==> config.mk <==
export PLATFORM = sky130hd
export DESIGN_NAME = power_mode_hotplug_control
export DESIGN_NICKNAME = d
export VERILOG_FILES = /design/src/power_mode_pkg.sv /design/src/sync_two_flop.sv /design/src/power_mode_hotplug_control.sv
export SDC_FILE = /design/constraint.sdc
export NUM_CORES = 1
export LEC_CHECK = 0
export ABC_AREA = 1
export BUFFER_PORTS_ARGS = -buffer_cell sky130_fd_sc_hd__buf_2
export CORE_MARGIN = 2
export CORE_UTILIZATION = 58
export CTS_CLUSTER_DIAMETER = 80
export DETAILED_ROUTE_END_ITERATION = 6
export GPL_TIMING_DRIVEN = 0
export PLACE_DENSITY = 0.84
export SLEW_MARGIN = 30
export SYNTH_ARGS = -nofsm -noshare
export SYNTH_HDL_FRONTEND = slang
export SYNTH_SLANG_ARGS = --single-unit
==> constraint.sdc <==
create_clock -name mclk -period 5.68 [get_ports mclk]
set_clock_uncertainty 0.2 [all_clocks]
set_input_delay 0.852 -clock mclk [delete_from_list [all_inputs] [get_ports mclk]]
set_output_delay 0.852 -clock mclk [all_outputs]
set_load 0.02 [all_outputs]
==> src/power_mode_pkg.sv <==
// Function
// - three power modes: normal, standby, low-power
// - standby only in serial mode, field 01
// - standby disables high-speed data and clock channels
// - standby keeps serial control and repeater running
// - low-power from pin low or, in serial mode only, register request
// - low-power disables receivers, terminations, repeaters and link outputs
// - low-power hot-plug outputs follow source power
// - no link clock: data terminations off, outputs off
// - valid link clock in normal mode: terminations on, outputs driven
// - separate source-power detection on four ports
// - indicator high when any source power high
// - serial mode shows source power in 0x01
// - outside low-power, selected hot-plug follows sink, others follow power
package power_mode_pkg;

    // ------------------------------------------------------------
    // register map
    // ------------------------------------------------------------
    localparam logic [7:0] STATUS_ADDR    = 8'h01;
    localparam logic [7:0] CONTROL_ADDR   = 8'h02;
    localparam logic [7:0] INT_STAT_ADDR  = 8'h03;
    localparam logic [7:0] INT_MASK_ADDR  = 8'h04;

    // ------------------------------------------------------------
    // field positions
    // ------------------------------------------------------------
    localparam int POWER_FIELD_HI  = 7;
    localparam int POWER_FIELD_LO  = 6;
    localparam int SELECT_FIELD_HI = 1;
    localparam int SELECT_FIELD_LO = 0;
    localparam int STATUS_SEL_LO   = 4;
    localparam int STATUS_CLK_BIT  = 6;

    localparam logic [1:0] POWER_STANDBY = 2'h1;
    localparam int         LOWPOWER_BIT  = 7;

    // interrupt status bits
    localparam int EV_SENSE  = 0;
    localparam int EV_SELECT = 1;
    localparam int EV_CLOCK  = 2;
    localparam int EV_MODE   = 3;

    // ------------------------------------------------------------
    // reset values
    // ------------------------------------------------------------
    localparam logic [7:0] CONTROL_RESET  = 8'h00;
    localparam logic [3:0] INT_MASK_RESET = 4'h0;

    typedef enum logic [1:0] {MODE_NORMAL, MODE_STANDBY, MODE_LOWPOWER} mode_t;

endpackage

==> src/sync_two_flop.sv <==
module sync_two_flop
    import power_mode_pkg::*;
#(
    parameter int WIDTH = 1
) (
    input  wire logic             mclk,     // system clock
    input  wire logic             resetN,   // async reset, active low
    input  wire logic [WIDTH-1:0] asyncIn,  // level from another domain
    output logic      [WIDTH-1:0] syncOut   // synchronised level
);

    typedef struct packed {
        logic [WIDTH-1:0] first;
        logic [WIDTH-1:0] second;
    } sync_t;

    sync_t state;
    sync_t next_state;

    always_comb begin
        next_state.first  = asyncIn;
        next_state.second = state.first;
    end

    always_ff @(posedge mclk or negedge resetN) begin
        if (!resetN) begin
            state <= '0;
        end else begin
            state <= next_state;
        end
    end

    assign syncOut = state.second;

endmodule

==> src/power_mode_hotplug_control.sv <==
module power_mode_hotplug_control
    import power_mode_pkg::*;
#(
    parameter int PORTS = 4
) (
    input  wire logic             mclk,                   // 200 MHz system clock
    input  wire logic             rst_n,                  // async reset, active low
    input  wire logic             low_power_pin_n,        // low-power request pin
    input  wire logic             sink_hotplug_in,        // hot-plug from sink
    input  wire logic [PORTS-1:0] source_power_sense,     // bit 0 is port 1
    input  wire logic [1:0]       port_select_pins,       // pin-strap port select
    input  wire logic             control_mode_select,    // 1 serial, 0 pin-strap
    input  wire logic             linkClockValid,         // clock detect of selected port
    input  wire logic [7:0]       regAddr,                // register address
    input  wire logic [7:0]       regWriteData,           // register write data
    input  wire logic             regWrite,               // write strobe
    input  wire logic             regRead,                // read strobe
    output logic      [7:0]       regReadData,            // read data, cycle after strobe
    output logic      [PORTS-1:0] port_hotplug_out,       // hot-plug to each source
    output logic                  source_power_indicator, // any source powered
    output logic      [PORTS-1:0] receiverEnable,         // input receivers on
    output logic      [PORTS-1:0] clockTermEnable,        // clock-line terminations
    output logic      [PORTS-1:0] dataTermEnable,         // data-line terminations
    output logic      [PORTS-1:0] ddcRepeaterEnable,      // repeater per port
    output logic                  linkOutputEnable,       // link outputs driven
    output logic                  irq                     // level interrupt
);

    // ------------------------------------------------------------
    // reset release and pin synchronisers
    // ------------------------------------------------------------
    logic       resetN;
    logic       lowPowerSync_n;
    logic       lowPowerPinReq;
    logic       sinkHotplugSync;
    logic [PORTS-1:0] senseSync;
    logic [1:0] selectPinSync;
    logic       serialMode;
    logic       clockValidSync;

    sync_two_flop #(.WIDTH(1)) resetRelease (
        .mclk    (mclk),
        .resetN  (rst_n),
        .asyncIn (1'b1),
        .syncOut (resetN)
    );

    sync_two_flop #(.WIDTH(PORTS + 6)) pinSync (
        .mclk    (mclk),
        .resetN  (resetN),
        .asyncIn ({~low_power_pin_n, sink_hotplug_in, source_power_sense,
                   port_select_pins, control_mode_select, linkClockValid}),
        .syncOut ({lowPowerPinReq, sinkHotplugSync, senseSync,
                   selectPinSync, serialMode, clockValidSync})
    );

    // carried inverted so the flops reset to the idle pin level
    assign lowPowerSync_n = ~lowPowerPinReq;

    // ------------------------------------------------------------
    // state
    // ------------------------------------------------------------
    typedef struct packed {
        mode_t            mode;
        logic [7:0]       control;
        logic [3:0]       intStatus;
        logic [3:0]       intMask;
        logic [7:0]       readData;
        logic [PORTS-1:0] lastSense;
        logic [1:0]       lastSelect;
        logic             lastClock;
        logic [PORTS-1:0] hotplug;
        logic             indicator;
        logic [PORTS-1:0] rxEnable;
        logic [PORTS-1:0] clkTerm;
        logic [PORTS-1:0] dataTerm;
        logic [PORTS-1:0] ddcEnable;
        logic             linkOut;
        logic             irq;
    } ctrl_state_t;

    ctrl_state_t state;
    ctrl_state_t next_state;

    function automatic logic [PORTS-1:0] portOneHot(input logic [1:0] sel);
        logic [PORTS-1:0] hot;
        hot = '0;
        hot[sel] = 1'b1;
        return hot;
    endfunction

    // ------------------------------------------------------------
    // mode and port decisions
    // ------------------------------------------------------------
    logic       lowPowerReq;
    logic       standbyReq;
    mode_t      modeNow;
    logic [1:0] selectNow;
    logic [PORTS-1:0] selectHot;
    logic [PORTS-1:0] hotplugNow;
    logic [3:0] events;
    logic [3:0] clearBits;

    always_comb begin
        lowPowerReq = !lowPowerSync_n
                      || (serialMode && state.control[LOWPOWER_BIT]);
        standbyReq  = serialMode && (state.control[POWER_FIELD_HI:POWER_FIELD_LO]
                                     == POWER_STANDBY);
        if (lowPowerReq) begin
            modeNow = MODE_LOWPOWER;
        end else if (standbyReq) begin
            modeNow = MODE_STANDBY;
        end else begin
            modeNow = MODE_NORMAL;
        end
        selectNow = serialMode ? state.control[SELECT_FIELD_HI:SELECT_FIELD_LO]
                               : selectPinSync;
        selectHot = portOneHot(selectNow);
    end

    generate
        for (genvar p = 0; p < PORTS; p++) begin : gHotplug
            always_comb begin
                if (modeNow == MODE_LOWPOWER) begin
                    hotplugNow[p] = senseSync[p];
                end else if (selectHot[p]) begin
                    hotplugNow[p] = sinkHotplugSync;
                end else begin
                    hotplugNow[p] = senseSync[p];
                end
            end
        end
    endgenerate

    // ------------------------------------------------------------
    // next state
    // ------------------------------------------------------------
    always_comb begin
        next_state = state;
        next_state.mode       = modeNow;
        next_state.lastSense  = senseSync;
        next_state.lastSelect = selectNow;
        next_state.lastClock  = clockValidSync;
        next_state.hotplug    = hotplugNow;
        next_state.indicator  = |senseSync;

        // power gating of the link path
        next_state.rxEnable  = (modeNow == MODE_NORMAL) ? selectHot : '0;
        next_state.clkTerm   = (modeNow == MODE_NORMAL) ? selectHot : '0;
        next_state.dataTerm  = (modeNow == MODE_NORMAL && clockValidSync)
                               ? selectHot : '0;
        next_state.linkOut   = (modeNow == MODE_NORMAL) && clockValidSync;
        next_state.ddcEnable = (modeNow != MODE_LOWPOWER)
                               ? selectHot : '0;

        // events
        events            = '0;
        events[EV_SENSE]  = senseSync != state.lastSense;
        events[EV_SELECT] = selectNow != state.lastSelect;
        events[EV_CLOCK]  = clockValidSync != state.lastClock;
        events[EV_MODE]   = modeNow != state.mode;

        // register writes
        clearBits = '0;
        if (regWrite) begin
            unique case (regAddr)
                CONTROL_ADDR:  next_state.control = regWriteData;
                INT_STAT_ADDR: clearBits = regWriteData[3:0];
                INT_MASK_ADDR: next_state.intMask = regWriteData[3:0];
                default: ;
            endcase
        end
        // a new event beats a clear in the same cycle
        next_state.intStatus = (state.intStatus & ~clearBits) | events;
        next_state.irq       = |(next_state.intStatus & next_state.intMask);

        // register reads
        next_state.readData = '0;
        if (regRead) begin
            unique case (regAddr)
                STATUS_ADDR: begin
                    if (serialMode) begin
                        next_state.readData = {1'b0, clockValidSync, selectNow,
                                               senseSync};
                    end
                end
                CONTROL_ADDR:  next_state.readData = state.control;
                INT_STAT_ADDR: next_state.readData = {4'h0, state.intStatus};
                INT_MASK_ADDR: next_state.readData = {4'h0, state.intMask};
                default:       next_state.readData = '0;
            endcase
        end
    end

    always_ff @(posedge mclk or negedge resetN) begin
        if (!resetN) begin
            state            <= '0;
            state.mode       <= MODE_NORMAL;
            state.control    <= CONTROL_RESET;
            state.intMask    <= INT_MASK_RESET;
        end else begin
            state <= next_state;
        end
    end

    // ------------------------------------------------------------
    // outputs
    // ------------------------------------------------------------
    assign regReadData            = state.readData;
    assign port_hotplug_out       = state.hotplug;
    assign source_power_indicator = state.indicator;
    assign receiverEnable         = state.rxEnable;
    assign clockTermEnable        = state.clkTerm;
    assign dataTermEnable         = state.dataTerm;
    assign ddcRepeaterEnable      = state.ddcEnable;
    assign linkOutputEnable       = state.linkOut;
    assign irq                    = state.irq;
endmodule

# Word-level counts from Yosys, hierarchy flattened
# Cells that the tools add are included.
# word_totals
register_bits	74
word_cells	69
in_bits	30
# op_classes
n_reduce_logical	9
magnitude_cmp	2
n_mux	23
eq_ne	11
n_bitwise	5
# ops
op	n
one-hot mux 8 bit (4 select lines)	1
2-to-1 mux 4 bit	7
== test 8 x 2 -> 1 bit, second input constant	2
2-to-1 mux 1 bit	10
bitwise AND 4 bit	2
== test 8 x 1 -> 1 bit, second input constant	1
== test 8 x 3 -> 1 bit, second input constant	1
2-to-1 mux 8 bit	1
OR reduction 4 bit	2
2-to-1 mux 7 bit	1
logical AND 1 bit	4
2-to-1 mux 2 bit	2
!= test 2 bit	2
!= test 4 bit	1
NOT 4 bit	1
OR 4 bit	1
< comparator 2 x 3 -> 1 bit, second input constant	1
demux 1 bit (select 2 bit)	1
== test 2 x 1 -> 1 bit, second input constant	1
== test 2 bit, second input constant	1
greater-or-equal comparator 2 x 1 -> 1 bit, second input constant	1
zero test 2 bit	1
!= test 2 bit, second input constant	1
AND reduction 2 bit	1
3 further kinds	3

# Logic depth before layout (Yosys ltp)
# depth
word_depth	8
ltp_mapped	9
mapped_depth_nobuf	9

# By module
# Synthesis repeated with hierarchy kept, for this count alone.
# hier_totals
cells_unflattened	308
hier_area_um2	2989.1
# by_module_without_submodules
module	area_each_um2	seq_area_each_um2	instances	cells_per_inst
power_mode_hotplug_control	2438.6	1301.2	1	286
sync_two_flop (pinSync)	500.5	500.5	1	20
sync_two_flop (resetRelease)	50.0	50.0	1	2

# Least setup slack after synthesis
# Ideal clock, no wire load.
# synth_path
path_type	in2reg
from	input port regAddr[5]
to	register state, in the netlist regReadData[4]
setup_slack_ns	3.761
t_arrival_ns	1.646
setup_time_ns	0.073
cell_stages	6
path_cell_list	nor2_1 nand2_1 nor3_4 buf_6 nand2_2 a21oi_2
# synth_lines
item	line_no	source
from (decl)	power_mode_hotplug_control.sv:14	input wire logic [7:0] regAddr,
to (signal assigned)	power_mode_hotplug_control.sv:202	state <= next_state;
to (decl)	power_mode_hotplug_control.sv:82	ctrl_state_t state;

# Worst setup path after layout
# layout_path
from	register state, in the netlist port_hotplug_out[0]
to	output port port_hotplug_out[0]
# layout_lines
item	line_no	source
to (decl)	power_mode_hotplug_control.sv:19	output logic [PORTS-1:0] port_hotplug_out,
# No word-level cell between the ends.

==> results.tsv <==
metric	value	unit
Pleak	2.05	nW
drt pass-1 iters	6	
Clock Power Share	42.7	%
row count	26	
Via density	4.83	
Starting Density	59.6	%
Syn Area/Cell	9.59	µm²
IO buf count	59	
Distinct cells, synth	23	
Int Pwr	0.875	mW
Sw Ratio	22.6	%
non-filler cells, final	459	
CTS Buf Count	9	
number of antenna diodes	0	
P&R area growth vs syn	21.5	%
GP Congestion	0.868	
# placed instances	443	
initial DRC count	130	
FF+latch count, synth	74	
Peak supply drop	0.228	mV
layout cell share with drive strength beyond 1	33.7	%
P per Cell Area	310	nW/µm²
first-pass GRT wire length	9700	µm
Residual DRC	0	
clock tree buffer depth	2	
CP max stage delay	390	ps
H-tree depth	3	
Synth area leader	dfrtp_1	
logic gate share of total power	7.4	%
total gr overflow	0	
Reg area	1860	µm²
via count of the routed design	2215	
outcome	complete, no violations	
Routed Antenna Nets	0	
Setup violations, final	0	
Syn Nets	343	
Reg clk slew, reported paths	80	ps
total die area	5770	µm²
Nets	414	
height of the die	76.0	µm
setup TNS	0	ps
root buffer cell	clkbuf_8	
Final period util	36.6	%
CP Cell Sequence	buf_4 -> buf_2	
Synth top area share	61.7	%
Synth area leaders	dfrtp_1 (62%), nand2_1 (11%), buf_4 (7.0%), nand3_1 (4.7%), nor2_1 (3.1%)	
post-CTS setup buffers	0	
GRT Total Usage	21.8	%
crit path max fanout	1	
RSZ-0062 raised after global routing	false	
later-pin clock latency in the skew report	340	ps
clock sink total	74	
Fillers	371	
Pwr Total	1.13	mW
WL final	5630	µm
area of the multi-input gates	801	µm²
Max Fclk	482	MHz
PnR worst setup slack	3600	ps
Switch Pwr	0.256	mW
pre-CTS WS	3430	ps
final max-slew violation count	0	
cell count after synthesis	313	
Critical Path AT	1020	ps
Seq/Total Area, Yosys	61.7	%
Synth Warn #	0	
DP HPWL	4000	µm
final instance area	3650	µm²
CTS tree	done	
min cycle time layout	2080	ps
vias in the first global route	2190	
hold_buf cts	0	
placed cell area	3410	µm²
largest net degree at the start of global routing	46	
WL/cell	12.3	µm
Req. time, crit path	4630	ps
Flop pwr share	49.9	%
slowest stage cell, crit path	dfrtp_1	
crit path kind	reg2out	
Worst Hold Class	reg2async	
die span in x	76.0	µm
endpoints failing hold	0	
Worst Setup End Kind	output pin	
Mapped Area	3000	µm²
initial antenna violation count	0	
max_cap viols	0	
Core Area	5040	µm²
io pins	61	
post-CTS sizing	0	
CP Launch Type	register	
==> through the flow <==
step,hold slack [ps],utilization [%]
2_1_floorplan,131,-
3_3_place_gp,131,67.1
3_5_place_dp,48.4,67.6
4_1_cts,54.7,72.4
5_1_grt,61.2,72.4
6_report,43.3,72.4
==> state kept, by name, summed over array words and instances (netlist names) <==
signal,cells
irq,1
clockTermEnable,4
regReadData,8
linkOutputEnable,1
dataTermEnable,4
source_power_indicator,1
ddcRepeaterEnable,4
resetRelease.syncOut,1
port_hotplug_out,4
state,25
pinSync.syncOut,10
pinSync.next_state,10
resetRelease.next_state,1
==> routing by layer <==
metal	track usage [%]	share of wire (%)	vias up
li1	-	-	1075
met1	26.5	38	1022
met2	35.5	52	99
met3	6.19	6.6	19
met4	11.8	3.4	0
met5	0	0	-
==> cells by family after synthesis <==
logic type      share of synthesized area, %
compound gates                          2.38
buf+inv                                 11.7
xor+xnor                                1.46
flops                                   61.7
other cells                            0.125
simple gates                            22.7
==> placed cells by master, fill, tap and decap left out <==
cell type,count
a21oi_1,4
a21oi_2,3
and3_1,1
buf_12,1
buf_2,60
buf_4,28
buf_6,1
bufinv_16,3
clkbuf_1,2
clkbuf_8,9
clkinv_2,1
clkinv_4,1
conb_1,1
dfrtp_1,73
dfrtp_4,1
inv_1,22
inv_2,10
inv_6,1
nand2_1,90
nand2_2,6
nand3_1,28
nand4_1,1
nor2_1,25
nor2_2,3
nor3_1,1
nor3_2,2
nor3_4,1
o21ai_1,5
xnor2_1,4
xor2_1,1
==> power groups by stage <==
stage | registers (mW) | logic (mW) | clock network [mW]
floorplan | 0.577 | 0.0480 | 0
global placement | 0.579 | 0.0728 | 0
detailed placement | 0.575 | 0.0826 | 0
CTS | 0.565 | 0.0839 | 0.490
global route | 0.568 | 0.0932 | 0.514
finish | 0.565 | 0.0834 | 0.483
==> critical path: cells and delay by family, from the launching register on <==
kind	cells	cell delay, ps
buffers and inverters	2	290
flip-flops	1	390
==> final cells by class <==
| class | count | area share [%] |
|---|---|---|
| Timing Repair Buffer | 60 | 8.64 |
| Inverter | 32 | 3.29 |
| Buffer | 31 | 6.31 |
| Tap cell | 70 | 2.40 |
| Clock buffer | 10 | 3.50 |
| Sequential cell | 74 | 50.8 |
| Clock inverter | 6 | 3.09 |
| Multi-Input combinational cell | 176 | 21.9 |
==> synthesized netlist by cell type, drive strengths merged <==
cell type,number
nand2,96
and3,1
o21ai,5
a21oi,7
xnor2,4
clkbuf,1
buf,30
nand3,28
nor2,28
nor3,4
conb,1
xor2,1
nand4,1
inv,32
dfrtp,74
==> worst paths after layout <==
path                       slack [ps]  cells past startpoint             startpoint                     to
min reg2reg                        40                      0   resetRelease.syncOut  pinSync.next_state[4]
min                                40                      0   resetRelease.syncOut  pinSync.next_state[4]
max                              3600                      2    port_hotplug_out[0]    port_hotplug_out[0]
max in group asynchronous        4700                      1   resetRelease.syncOut     clockTermEnable[0]
min in group mclk                 150                      0  pinSync.next_state[6]     pinSync.syncOut[6]
max reg2reg                      4060                      5     pinSync.syncOut[1]                    irq
(Power assumes the default switching activity.)
